===== config.mk =====
export PLATFORM = sky130hd
export DESIGN_NAME = drs_refresh_scheduler
export DESIGN_NICKNAME = d
export VERILOG_FILES = /design/src/design/drs_pkg.sv /design/src/design/drs_abort_timer.sv /design/src/design/drs_refresh_scheduler.sv
export SDC_FILE = /design/constraint.sdc
export NUM_CORES = 1
export LEC_CHECK = 0
export ABC_AREA = 1
export CAP_MARGIN = 10
export CORE_UTILIZATION = 35
export DETAILED_ROUTE_END_ITERATION = 8
export DONT_BUFFER_PORTS = 1
export GPL_TIMING_DRIVEN = 0
export HOLD_SLACK_MARGIN = 0.12
export MAX_ROUTING_LAYER = met4
export PLACE_DENSITY = 0.56
export SLEW_MARGIN = 40
export SYNTH_ARGS = -nofsm -noshare
export SYNTH_HDL_FRONTEND = slang
export SYNTH_SLANG_ARGS = --single-unit

===== constraint.sdc =====
create_clock -name clk -period 3 [get_ports clk]
set_input_delay 0.45 -clock clk [delete_from_list [all_inputs] [get_ports clk]]
set_output_delay 0.45 -clock clk [all_outputs]
set_load 0.01 [all_outputs]

===== src/design/drs_pkg.sv =====
// Summary of operation
// - after moving to 2x or 4x rate old postponements honoured while shrinking
// - controller may refresh at reported or faster rate, using that rate's limits
// - each channel keeps its refresh state independently
// - abort supported from 6Gb per channel; delay is one-bank cycle plus 17.5 ns
// - abort enable aborts ongoing refresh at exit, counter not advanced
package drs_pkg;
  localparam int          CLK_PERIOD_PS       = 5000;
  localparam int          REFI_NS_X1000       = 3904000;
  localparam int          REFI_PB_NS          = 488;
  localparam int          REFRESHES_PER_WIN   = 8192;
  localparam int          ABORT_EXTRA_PS      = 17500;
  localparam int          RFCPB_PS            = 90000;
  localparam int          REFI_CYC = REFI_NS_X1000 / CLK_PERIOD_PS;
  localparam int          ABORT_CYC = (RFCPB_PS + ABORT_EXTRA_PS + CLK_PERIOD_PS - 1)
                                      / CLK_PERIOD_PS;
  localparam int          NBANKS              = 8;
  localparam int          ABORT_BIT           = 3;
  localparam int          MIN_ABORT_GB        = 6;
  localparam logic [2:0]  CODE_LOW            = 3'h0;
  localparam logic [2:0]  CODE_4X             = 3'h1;
  localparam logic [2:0]  CODE_2X             = 3'h2;
  localparam logic [2:0]  CODE_HIGH           = 3'h7;
  localparam logic [7:0]  LIM_4X              = 8'h10;
  localparam logic [7:0]  LIM_2X              = 8'h20;
  localparam logic [7:0]  LIM_STD             = 8'h40;
  typedef struct packed {
    logic       ref_all;
    logic       ref_one;
    logic [2:0] bank;
    logic       sr_entry;
    logic       sr_exit;
  } drs_cmd_s;
  typedef enum logic [1:0] {DRS_ACTIVE, DRS_SELF, DRS_ABORT} drs_mode_e;
endpackage : drs_pkg


===== src/design/drs_abort_timer.sv =====
module drs_abort_timer #(
  parameter int CYC = drs_pkg::ABORT_CYC
) (
  // clocking
  input  wire logic clk,
  input  wire logic sys_rst,
  input  wire logic ce,
  // control
  input  wire logic start,
  output logic      busy
);
  initial if (CYC < 1) $error("abort delay must be positive");
  logic [15:0] cnt_r, cnt_nxt;
  always_comb begin
    cnt_nxt = cnt_r;
    if (start) cnt_nxt = 16'(CYC);
    else if (cnt_r != 16'h0) cnt_nxt = cnt_r - 16'h1;
  end
  always_ff @(posedge clk or posedge sys_rst) begin
    if (sys_rst) cnt_r <= 16'h0;
    else if (ce) cnt_r <= cnt_nxt;
  end
  assign busy = (cnt_r != 16'h0);
endmodule : drs_abort_timer


===== src/design/drs_refresh_scheduler.sv =====
module drs_refresh_scheduler #(
  parameter int DENSITY_GB = 8,
  parameter int REFI_CYC   = drs_pkg::REFI_CYC
) (
  // clocking
  input  wire logic            clk,
  input  wire logic            sys_rst,
  input  wire logic            ce,
  // command input, same clock domain
  input  wire drs_pkg::drs_cmd_s cmd,
  input  wire logic [3:0]      thermal_rate_register,
  // status
  output logic [7:0]           postpone_cnt,
  output logic                 extra_ref_done,
  output logic                 self_refresh,
  output logic                 cmd_blocked,
  output logic [12:0]          internal_row
);
  initial if (REFI_CYC < 2 || DENSITY_GB < 1) $error("bad parameters");
  localparam logic abort_ok = (DENSITY_GB >= drs_pkg::MIN_ABORT_GB);

  drs_pkg::drs_mode_e mode_r, mode_nxt;
  logic signed [8:0]  debt_r, debt_nxt;   // eighths owed, this channel only
  logic [31:0]        tick_r, tick_nxt;
  logic               extra_r, extra_nxt;
  logic [12:0]        row_r, row_nxt;
  logic [2:0]         code_r;
  logic               blk_r, blk_nxt;
  logic               abort_busy;
  logic               is_ref;
  logic [7:0]         lim;
  logic               nolim;
  logic [3:0]         inc;

  // limit follows the reported code; 4x and 2x codes carry smaller limits than the standard one
  always_comb begin
    // temperature-limit codes carry no slack limit; refresh is refused there only during abort
    nolim = (thermal_rate_register[2:0] == drs_pkg::CODE_LOW) ||
            (thermal_rate_register[2:0] == drs_pkg::CODE_HIGH);
    case (thermal_rate_register[2:0])
      drs_pkg::CODE_4X: lim = drs_pkg::LIM_4X;
      drs_pkg::CODE_2X: lim = drs_pkg::LIM_2X;
      default:          lim = drs_pkg::LIM_STD;
    endcase
  end

  always_comb begin
    is_ref   = cmd.ref_all | cmd.ref_one;
    inc      = cmd.ref_all ? 4'h8 : 4'h1;
    mode_nxt = mode_r;
    debt_nxt = debt_r;
    tick_nxt = tick_r + 32'h1;
    extra_nxt = extra_r;
    row_nxt  = row_r;
    blk_nxt  = 1'b0;
    if (tick_r == 32'(REFI_CYC - 1)) begin
      tick_nxt = 32'h0;
      if (mode_r == drs_pkg::DRS_ACTIVE) debt_nxt = debt_r + 9'sd8;
    end
    // pulled-in credit dropped on phase change; postponed debt is kept
    if (thermal_rate_register[2:0] != code_r && debt_nxt < 0) debt_nxt = '0;
    case (mode_r)
      drs_pkg::DRS_ACTIVE: begin
        if (is_ref) begin
          if (!extra_r) extra_nxt = 1'b1;
          else if (debt_nxt > -$signed({1'b0, lim})) debt_nxt = debt_nxt - $signed({5'h0, inc});
          else if (!nolim) blk_nxt = 1'b1;
          row_nxt = row_r + 13'h1;
        end
        if (cmd.sr_entry) mode_nxt = drs_pkg::DRS_SELF;
      end
      drs_pkg::DRS_SELF: begin
        if (cmd.sr_exit) begin
          extra_nxt = 1'b0;
          if (thermal_rate_register[drs_pkg::ABORT_BIT] && abort_ok)
            mode_nxt = drs_pkg::DRS_ABORT;
          else
            mode_nxt = drs_pkg::DRS_ACTIVE;
        end else if (tick_r == 32'(REFI_CYC - 1)) row_nxt = row_r + 13'h1;
      end
      drs_pkg::DRS_ABORT: begin
        if (!abort_busy) mode_nxt = drs_pkg::DRS_ACTIVE;
        if (is_ref || cmd.sr_entry) blk_nxt = 1'b1;
      end
      default: mode_nxt = drs_pkg::DRS_ACTIVE;
    endcase
  end

  always_ff @(posedge clk or posedge sys_rst) begin
    if (sys_rst) begin
      mode_r  <= drs_pkg::DRS_ACTIVE;
      debt_r  <= '0;
      tick_r  <= 32'h0;
      extra_r <= 1'b1;
      row_r   <= 13'h0;
      code_r  <= drs_pkg::CODE_LOW;
      blk_r   <= 1'b0;
    end else if (ce) begin
      mode_r  <= mode_nxt;
      debt_r  <= debt_nxt;
      tick_r  <= tick_nxt;
      extra_r <= extra_nxt;
      row_r   <= row_nxt;
      code_r  <= thermal_rate_register[2:0];
      blk_r   <= blk_nxt;
    end
  end

  drs_abort_timer #(.CYC(drs_pkg::ABORT_CYC)) u_abort (
    .clk     (clk),
    .sys_rst (sys_rst),
    .ce      (ce),
    .start   (mode_r == drs_pkg::DRS_SELF && cmd.sr_exit && mode_nxt == drs_pkg::DRS_ABORT),
    .busy    (abort_busy)
  );

  // outputs straight from flops; debt shown clipped at zero
  always_ff @(posedge clk or posedge sys_rst) begin
    if (sys_rst) begin
      postpone_cnt   <= 8'h0;
      extra_ref_done <= 1'b1;
      self_refresh   <= 1'b0;
      cmd_blocked    <= 1'b0;
      internal_row   <= 13'h0;
    end else if (ce) begin
      postpone_cnt   <= debt_nxt > 0 ? debt_nxt[7:0] : 8'h0;
      extra_ref_done <= extra_nxt;
      self_refresh   <= (mode_nxt == drs_pkg::DRS_SELF);
      cmd_blocked    <= blk_nxt;
      internal_row   <= row_nxt;
    end
  end

  property p_abort_holds;
    @(posedge clk) disable iff (sys_rst)
    (ce && mode_r == drs_pkg::DRS_SELF && cmd.sr_exit && mode_nxt == drs_pkg::DRS_ABORT)
      |=> mode_r == drs_pkg::DRS_ABORT;
  endproperty
  a_abort_holds: assert property (p_abort_holds) else $error("abort not entered");
  property p_abort_refuses;
    @(posedge clk) disable iff (sys_rst)
    (ce && mode_r == drs_pkg::DRS_ABORT && is_ref) |=> cmd_blocked;
  endproperty
  a_abort_refuses: assert property (p_abort_refuses) else $error("refresh taken in abort");
  property p_row_frozen;
    @(posedge clk) disable iff (sys_rst)
    (mode_r == drs_pkg::DRS_ABORT && !is_ref) |=> $stable(row_r);
  endproperty
  a_row_frozen: assert property (p_row_frozen) else $error("row moved in abort");
  property p_extra;
    @(posedge clk) disable iff (sys_rst)
    (ce && mode_r == drs_pkg::DRS_SELF && cmd.sr_exit) |=> !extra_r;
  endproperty
  a_extra: assert property (p_extra) else $error("extra flag not cleared");
  property p_limit;
    @(posedge clk) disable iff (sys_rst) debt_r >= -9'sd72;
  endproperty
  a_limit: assert property (p_limit) else $error("pull-in beyond limit");
endmodule : drs_refresh_scheduler


==> metrics.cfg, run 1 <==
[routing]
drt_iter0_markers = 278
vias_per_cell = 4.933
firstDrtPassIters = 5
wirelength_mm = 12.81
num_vias = 4469
ant_nets = 0
drc = 0
wl_per_cell_um = 14.14

[clock_tree]
clk_latency_ns = 0.35
clockRootBuffer = clkbuf_16
clkSinkCount = 86
cts-htree-levels = 3
numCtsBuffers = 9
clockBufferDepth = 2
clk_pin_slew_ns = 0.06
cts_tree = yes

[synth]
synth_top_area_frac = 0.4129
synth_mux_area_frac = 0
synth_flop_cell = dfrtp_1
async_reset_ff_frac = 1.000
synth.distinct_cells = 44
yosys-top-cells-area = dfrtp_1 (41%), nand2_1 (10%), nor2_1 (5.5%)
synth-edff-count = 0
synth_seq_area_share = 0.4180
ys_seq_elements = 86
yosys.area.top_type = dfrtp_1
syn_avg_cell_area_um2 = 7.805
synth_top_family_by_area = simple AND/OR/NAND/NOR gates
synth-simple-area-share = 0.3286
synth-xor-area-share = 0.07311
synth_nets = 687
synth_area_um2 = 5151
yosys_warnings = 0
synthAdderAreaFrac = 0.03158
synthCells = 660
synth_compound_area_frac = 0.07287
yosysMostFrequentCell = nand2_1
netlist_top_cells_count = nand2_1 (139), dfrtp_1 (85), nor2_1 (75)

[sta]
fin_crit_sh = 1.064
finalWorstSetupSlack_ns = -0.1932
clock.fmax_ghz = 0.3132
fin_setup_tns_ns = -1.681
slew_headroom = 0.5399
grt_setup_unrepaired = true
hold_viol_final = 0
setup_violations = 12
fin_hold_ws_ns = 0.2114
drv_slew = 0
tightest_slew_ns = 0.6849
layout_min_cycle_time_ns = 3.193
fin_skew_ns = 0.003949

[worst_setup_path]
cp_max_fo = 8
slowest_delay_ns = 0.39
worstSetupPathType = reg -> reg
crit_path_frequent_cell = nand2_1
end_kind = flip-flop
required_ns = 3.24
crit_slowest_cell = dfrtp_1
cp.arrival_ns = 3.44
crit_buf_inv = 5
start_kind = flip-flop
critical_path.top_delay_family = simple AND/OR/NAND/NOR gates

[power]
total_power_mw = 5.397
leakage_nw = 3.082
ir_drop_mv = 0.3919
cellPowerDensity_nw_per_um2 = 827.7

[placement]
io_buffers = 0
place_congestion = 0.8457
place_area_um2 = 5409
place_inst = 841
dpl.hpwl_mm = 8.538

[finish]
final_cell_area_um2 = 6520
num_antenna_cells = 0
fill_cells = 1390
area_growth_pct = 26.57
num-nets-final = 749
final_cells = 906
drive_above_1_share = 0.2603

[die]
pin_count = 38
core_area_um2 = 14100
die_h_um = 123.3
die-area_um2 = 15210
start_util = 0.3654
num_rows = 43
die_w_um = 123.3

[global_routing]
antenna_found_initial = 0
grt_overflow = 0
grt_pass1_vias = 4294
grt_max_degree = 48
grtUsageTotal = 0.1839
grt_first_pass_wirelength_mm = 20.96

[outcome]
violations = negative setup slack
outcome = complete, but fails checks

[worst_hold_path]
hp-class = in -> reg

[run]
cap_violations = 0

cells in the final DEF, fill, tap and decap left out, types with 12 or more instances in the layout:
cell,netlist,routed
nand2_1,139,116
dfrtp_1,85,78
inv_1,70,66
nor2_1,75,64
buf_4,1,44
nand3_1,54,43
xor2_1,29,29
nand2_2,10,27
nor3_1,25,23
o21ai_0,22,19
a21oi_1,21,18
nand4_1,15,15
nand3_2,5,15
xnor2_1,14,14
nor2_2,11,13
nor2_4,2,12
worst paths after layout:
check / end / start / slack (ns) / cells past startpoint
worst max-delay path: postpone_cnt[6]$_DFFE_PP0P_ / tick_r[8]$_DFFE_PP0P_ / -0.19 / 30
worst min-delay path: code_r[1]$_DFFE_PP0P_ / thermal_rate_register[1] / 0.21 / 2
worst max register to register: postpone_cnt[6]$_DFFE_PP0P_ / tick_r[8]$_DFFE_PP0P_ / -0.19 / 30
worst min register to register: u_abort.cnt_r[10]$_DFFE_PP0P_ / u_abort.cnt_r[10]$_DFFE_PP0P_ / 0.49 / 1
max in group asynchronous: extra_ref_done$_DFFE_PP1P_ / sys_rst / 1.80 / 3
min in group asynchronous: u_abort.cnt_r[2]$_DFFE_PP0P_ / sys_rst / 0.59 / 2
metal layers:
| metal | track usage | share of wire |
|---|---|---|
| met5 | - | 0 |
| met4 | 0.06250 | 0.014 |
| met3 | 0.04797 | 0.026 |
| met2 | 0.2797 | 0.49 |
| met1 | 0.2368 | 0.47 |
cells by family after synthesis:
kind of cell	after synthesis
AO/OA/AOI/OAI	66
flip-flops	86
adder cells (fa/ha/maj)	13
AND/OR/NAND/NOR	358
XOR/XNOR	43
buffers and inverters	94
final cells by class:
class / count / area (um^2) / share of cell area
Buffer: 11 / 61.31 / 0.009403
Clock buffer: 9 / 225.2 / 0.03454
Inverter: 81 / 316.6 / 0.04855
Clock inverter: 6 / 111.4 / 0.01708
Multi-Input combinational cell: 481 / 2954 / 0.4531
Tap cell: 180 / 225.2 / 0.03454
Sequential cell: 86 / 2162 / 0.3316
Timing Repair Buffer: 52 / 464.2 / 0.07120
what timing repair did:
item,4_1_cts,5_1_grt
resized for setup,53,50
endpoints found under the setup margin,18,22
gates cloned,2,0
pin swaps,21,35
buffers inserted,27,22
endpoints found under the hold margin,39,0
hold buffers,1,0
stage by stage:
stage | util | setup WS [ns]
after floorplan | - | 0.01999
after global routing | 0.4625 | -0.3952
after global placement | 0.3814 | -0.7346
final | 0.4625 | -0.1932
after CTS | 0.4378 | -0.1603
after detailed placement | 0.3837 | -0.5041
sequential cells by signal (all words and copies together), names as in the netlist:
name            flops
mode_r              2
cmd_blocked         1
tick_r             32
self_refresh        1
code_r              3
u_abort.cnt_r      16
row_r              13
debt_r              9
extra_ref_done      1
postpone_cnt        8
worst register-to-register path, delay by kind of cell (launching register included):
kind | cells | cell delay (ns)
simple gates | 23 | 1.85
buf+inv | 5 | 0.54
flops | 1 | 0.39
fa+ha+maj | 1 | 0.19
compound gates | 1 | 0.13
power breakdown:
group	switching [mW]	total, mW	internal (mW)
Sequential	0.364	1.85	1.49
Clock	0.482	1.29	0.809
Combinational	1.31	2.26	0.947
No activity file was read; power rests on OpenSTA's default activity.
==> run 2, diff against run 1 <==
CAP_MARGIN = unset   (was 10)
TNS_END_PERCENT = 50   (was unset)
==> metrics.cfg, run 2 (synthesized netlist as in run 1, its figures left out) <==
[outcome]
outcome = complete, but fails checks
violations = negative setup slack

[sta]
drv_slew = 0  ; unchanged
hold_viol_final = 0  ; unchanged
finalWorstSetupSlack_ns = -0.1879  ; +0.005364 ns
tightest_slew_ns = 0.6220  ; -0.06286 ns
setup_violations = 12  ; unchanged
fin_setup_tns_ns = -1.612  ; +0.06902 ns
grt_setup_unrepaired = true
slew_headroom = 0.5815  ; +0.04159
fin_skew_ns = 0.006413  ; +0.002464 ns
clock.fmax_ghz = 0.3137  ; +0.17%
fin_crit_sh = 1.063  ; -0.001788
layout_min_cycle_time_ns = 3.188  ; -0.005364 ns

[finish]
num_antenna_cells = 0  ; unchanged
area_growth_pct = 23.44
top_register = tick_r
drive_above_1_share = 0.2343  ; -0.02602
final_common_cell = nand2_1
final_cell_area_um2 = 6359  ; -2.5%
largest_reg_flops = 32  ; unchanged
reg.largest.list = tick_r x32, u_abort.cnt_r x16, row_r x13
num-nets-final = 740  ; -1.2%
layout_common_cells = nand2_1 (122), dfrtp_1 (78), inv_1 (67)

[power]
power.switching_mw = 2.080  ; -3.5%
total_power_mw = 5.231  ; -3.1%
cellPowerDensity_nw_per_um2 = 822.7  ; -0.60%
leakage_nw = 3.028  ; -1.7%
internal_power_mw = 3.152  ; -2.8%
ir_drop_mv = 0.3847  ; -1.9%
switching_share = 0.3976  ; -0.001792
p_seq_frac = 0.353  ; +0.010
combPwrFrac = 0.400  ; -0.018
power_frac_clock = 0.247  ; +0.008

[placement]
io_buffers = 0  ; unchanged
dp_slack_ns = -0.5041  ; unchanged
dpl.hpwl_mm = 8.538  ; unchanged
place_congestion = 0.8457  ; unchanged
place_area_um2 = 5409  ; unchanged

[clock_tree]
cts_tree = yes
numCtsBuffers = 9  ; unchanged
cts-htree-levels = 3  ; unchanged
clockBufferDepth = 2  ; unchanged
clk_pin_slew_ns = 0.06  ; about the same
clkSinkCount = 86  ; unchanged
clk_latency_ns = 0.35  ; about the same
clockRootBuffer = clkbuf_16

[worst_setup_path]
slowest_delay_ns = 0.39  ; about the same
worstSetupPathType = reg -> reg
crit_slowest_cell = dfrtp_1
start_kind = flip-flop
cp_max_fo = 8  ; unchanged
crit_path_frequent_cell = nand2_1
end_kind = flip-flop
cp.arrival_ns = 3.43  ; about the same
required_ns = 3.24  ; about the same

[worst_hold_path]
hp-class = in -> reg

[die]
pin_count = 38  ; unchanged
die_w_um = 123.3  ; unchanged
start_util = 0.3654  ; unchanged
num_rows = 43  ; unchanged
core_area_um2 = 14100  ; unchanged
die_h_um = 123.3  ; unchanged
die-area_um2 = 15210  ; unchanged

[run]
cap_violations = 0  ; unchanged

[routing]
ant_nets = 0  ; unchanged
firstDrtPassIters = 4  ; -1
vias_per_cell = 4.965  ; +0.66%
num_vias = 4454  ; -0.34%
wl_per_cell_um = 13.79  ; -2.5%
drt_iter0_markers = 240  ; -14%
wirelength_mm = 12.37  ; -3.5%
drc = 0  ; unchanged

[global_routing]
grt_overflow = 0  ; unchanged
antenna_found_initial = 0  ; unchanged
grt_first_pass_wirelength_mm = 20.79  ; -0.83%
grt_pass1_vias = 4274  ; -0.47%
grt_max_degree = 48  ; unchanged
grtUsageTotal = 0.1822  ; -0.001736

run 2: layout make-up:
| type | count | area [um^2] |
|---|---|---|
| plain buffers | 11 | 61.31 |
| clock buffers | 9 | 225.2 |
| clock inverters | 6 | 111.4 |
| fillers | 1413 | 7737 |
| inverters | 81 | 314.1 |
| multi-input cells | 480 | 2863 |
| flip-flops and latches | 86 | 2162 |
| well taps | 180 | 225.2 |
| repair buffers | 44 | 396.6 |
run 2: worst paths after layout:
path / start / endpoint / slack (ns) / depth (start not counted)
max: tick_r[8]$_DFFE_PP0P_ / postpone_cnt[6]$_DFFE_PP0P_ / -0.19 / 30
max reg2reg: tick_r[8]$_DFFE_PP0P_ / postpone_cnt[6]$_DFFE_PP0P_ / -0.19 / 30
min: thermal_rate_register[1] / code_r[1]$_DFFE_PP0P_ / 0.21 / 2
min reg2reg: u_abort.cnt_r[10]$_DFFE_PP0P_ / u_abort.cnt_r[10]$_DFFE_PP0P_ / 0.49 / 1
min in group asynchronous: sys_rst / u_abort.cnt_r[2]$_DFFE_PP0P_ / 0.59 / 2
max in group asynchronous: sys_rst / extra_ref_done$_DFFE_PP1P_ / 1.80 / 3
run 2: through the flow:
stage,hold slack [ns],utilization,instances
floorplan,0.4534,-,660
global placement,0.4802,0.3814,840
detailed placement,0.3385,0.3837,841
CTS,0.2004,0.4355,882
global route,0.2133,0.4511,897
finish,0.2141,0.4511,897
run 2: per-layer routing:
| layer | vias to the layer above | wire length, um | GRT usage | part of all wire |
|---|---|---|---|---|
| met4 | 0 | 216 | 0.06250 | 0.017 |
| met5 | - | 0 | - | 0 |
| met3 | 15 | 482 | 0.04797 | 0.039 |
| met1 | 2108 | 5873 | 0.2350 | 0.47 |
| li1 | 2259 | - | - | - |
| met2 | 72 | 5797 | 0.2758 | 0.47 |
run 2: critical path, delay by kind of cell, from the launching register on:
family | cells | cell delay [ns]
DFF | 1 | 0.39
AOI/OAI and AO/OA | 1 | 0.13
buffers and inverters | 5 | 0.53
adders and majority gates | 1 | 0.19
and+or+nand+nor | 23 | 1.85
run 2: power groups by stage:
stage	logic [mW]	clock network, mW	registers, mW
CTS	1.91	1.33	1.84
floorplan	1.37	0	1.78
detailed placement	1.66	0	1.86
finish	2.09	1.29	1.85
global route	2.37	1.37	1.90
global placement	1.62	0	1.85
run 2: timing repair:
| item | CTS | global route |
|---|---|---|
| endpoints found under the hold margin | 39 | 0 |
| setup endpoints to repair | 18 | 22 |
| resized for setup | 50 | 31 |
| buffers inserted | 25 | 16 |
| cloned | 1 | 0 |
| pin swaps | 18 | 28 |
| hold buffers | 1 | 0 |
==> run 3, diff against run 2 <==
CORE_MARGIN = 2   (was unset)
TNS_END_PERCENT = 10   (was 50)
==> metrics.cfg, run 3 (synthesized netlist as in run 1, its figures left out) <==
[outcome]
outcome = complete, but fails checks
violations = negative setup slack

[clock_tree]
cts-htree-levels = 3  ; unchanged
clk_pin_slew_ns = 0.07  ; about the same
clkSinkCount = 86  ; unchanged
numCtsBuffers = 9  ; unchanged
clockBufferDepth = 2  ; unchanged
clk_latency_ns = 0.34  ; about the same
cts_tree = yes
clockRootBuffer = clkbuf_16

[die]
die_h_um = 125.3  ; +1.6%
die_w_um = 125.3  ; +1.6%
core_area_um2 = 14480  ; +2.7%
num_rows = 44  ; +2.3%
die-area_um2 = 15700  ; +3.3%
pin_count = 38  ; unchanged
start_util = 0.3558  ; -0.009663

[sta]
tightest_slew_ns = 0.6783  ; +0.05633 ns
slew_headroom = 0.5436  ; -0.03790
fin_skew_ns = 0.01089  ; +0.004473 ns
hold_viol_final = 0  ; unchanged
fin_crit_sh = 1.074  ; +0.01151
layout_min_cycle_time_ns = 3.222  ; +0.03454 ns
fin_setup_tns_ns = -2.103  ; -0.4909 ns
drv_slew = 0  ; unchanged
finalWorstSetupSlack_ns = -0.2224  ; -0.03454 ns
grt_setup_unrepaired = true
clock.fmax_ghz = 0.3103  ; -1.1%
setup_violations = 14  ; +2
fin_hold_ws_ns = 0.2417  ; +0.02762 ns

[finish]
drive_above_1_share = 0.2110  ; -0.02326
top_register = tick_r
largest_reg_flops = 32  ; unchanged
num_antenna_cells = 0  ; unchanged
layout_common_cells = nand2_1 (122), dfrtp_1 (81), inv_1 (67), nor2_1 (67), nand3_1 (45)
final_cell_area_um2 = 6173  ; -2.9%
reg.largest.list = tick_r x32, u_abort.cnt_r x16, row_r x13
num-nets-final = 728  ; -1.6%
area_growth_pct = 19.84
final_common_cell = nand2_1

[global_routing]
grt_overflow = 0  ; unchanged
grt_max_degree = 56  ; +17%
grt_first_pass_wirelength_mm = 20.71  ; -0.40%
grt_pass1_vias = 4385  ; +2.6%
antenna_found_initial = 0  ; unchanged
grtUsageTotal = 0.1649  ; -0.01720

[routing]
met1_length_mm = 5.584  ; -4.9%
drc = 0  ; unchanged
wirelength_mm = 12.25  ; -0.99%
wl_met2_mm = 5.919  ; +2.1%
firstDrtPassIters = 4  ; unchanged
ant_nets = 0  ; unchanged
wl_met3_um = 459  ; -4.8%
vias_per_cell = 4.999  ; +0.67%
top_layer_used = met4
drt_iter0_markers = 243  ; +1.3%
wl_per_cell_um = 13.76  ; -0.21%
num_vias = 4449  ; -0.11%

[placement]
place_area_um2 = 5414  ; about the same
dpl.hpwl_mm = 8.728  ; +2.2%
place_congestion = 0.8741  ; +3.4%
io_buffers = 0  ; unchanged

[run]
cap_violations = 0  ; unchanged

[worst_setup_path]
cp_max_fo = 9  ; +1
start_kind = flip-flop
end_kind = flip-flop
worstSetupPathType = reg -> reg
reg2reg_slack_ns = -0.22  ; -0.03 ns
cp.arrival_ns = 3.46  ; +0.03 ns
required_ns = 3.24  ; about the same

[power]
ir_drop_mv = 0.3135  ; -18%
cellPowerDensity_nw_per_um2 = 819.1  ; -0.44%
leakage_nw = 2.926  ; -3.4%

[worst_hold_path]
hp-class = in -> reg

## run 3: critical path: stages, from the launching register on
cell and delay (ns):
dfrtp_1 0.43, nor2_2 0.14, nand2_1 0.08, nor2_2 0.16
nand4_1 0.21, nand2_2 0.13, nand3_2 0.08, buf_4 0.14
buf_4 0.13, nand2_2 0.09, ha_2 0.18, ha_2 0.19
nand2_1 0.07, a21oi_2 0.20, nand2_2 0.10, nor3_2 0.14
xor2_1 0.28, nor2_4 0.08, buf_12 0.15, nand3_1 0.08
nand2_1 0.05
## run 3: final cells by class
class                      count  area (um^2)
fill                        1424         8305
multi-input combinational    480         2805
sequential                    86         2158
inverter                      81        314.1
timing repair buffer          32        299.0
clock buffer                  10        239.0
tap                          184        230.2
clock inverter                 6        68.82
buffer                        11        58.81
## run 3: path summary, 6_finish.rpt
path                                                   start                      endpoint  depth (start not counted)
worst max-delay path                  tick_r[13]$_DFFE_PP0P_   postpone_cnt[6]$_DFFE_PP0P_                         20
worst min-delay path                thermal_rate_register[1]         code_r[1]$_DFFE_PP0P_                          2
worst max register to register        tick_r[13]$_DFFE_PP0P_   postpone_cnt[6]$_DFFE_PP0P_                         20
worst min register to register  u_abort.cnt_r[9]$_DFFE_PP0P_  u_abort.cnt_r[9]$_DFFE_PP0P_                          1
max in group asynchronous                            sys_rst   postpone_cnt[5]$_DFFE_PP0P_                          3
min in group asynchronous                            sys_rst        tick_r[18]$_DFFE_PP0P_                          2
## run 3: through the flow
step                utilization  instances  power [mW]  setup WS (ns)
CTS                      0.4118        876       4.816        -0.2233
global placement         0.3717        844       3.472        -0.6790
global route             0.4264        890       5.452        -0.4592
detailed placement       0.3739        845       3.523        -0.5349
finish                   0.4264        890       5.057        -0.2224
floorplan                     -        660       3.146        0.01999
## run 3: what timing repair did
item / CTS / global route
buffers inserted: 14 / 16
cloned: 1 / 0
hold buffers: 1 / 0
setup endpoints to repair: 18 / 23
resized for setup: 29 / 36
endpoints found under the hold margin: 30 / 0
pin swaps: 17 / 27
## run 3: routing by layer
| metal | vias to the layer above | GRT usage |
|---|---|---|
| li1 | 2233 | - |
| met1 | 2112 | 0.2071 |
| met2 | 84 | 0.2644 |
| met3 | 20 | 0.03166 |
| met4 | 0 | 0.06405 |
| met5 | - | - |
## run 3: power by group
part	internal [mW]	leakage [nW]	switching (mW)
Sequential	1.48	1.05	0.361
Combinational	0.839	1.74	1.22
Clock	0.671	0.137	0.478
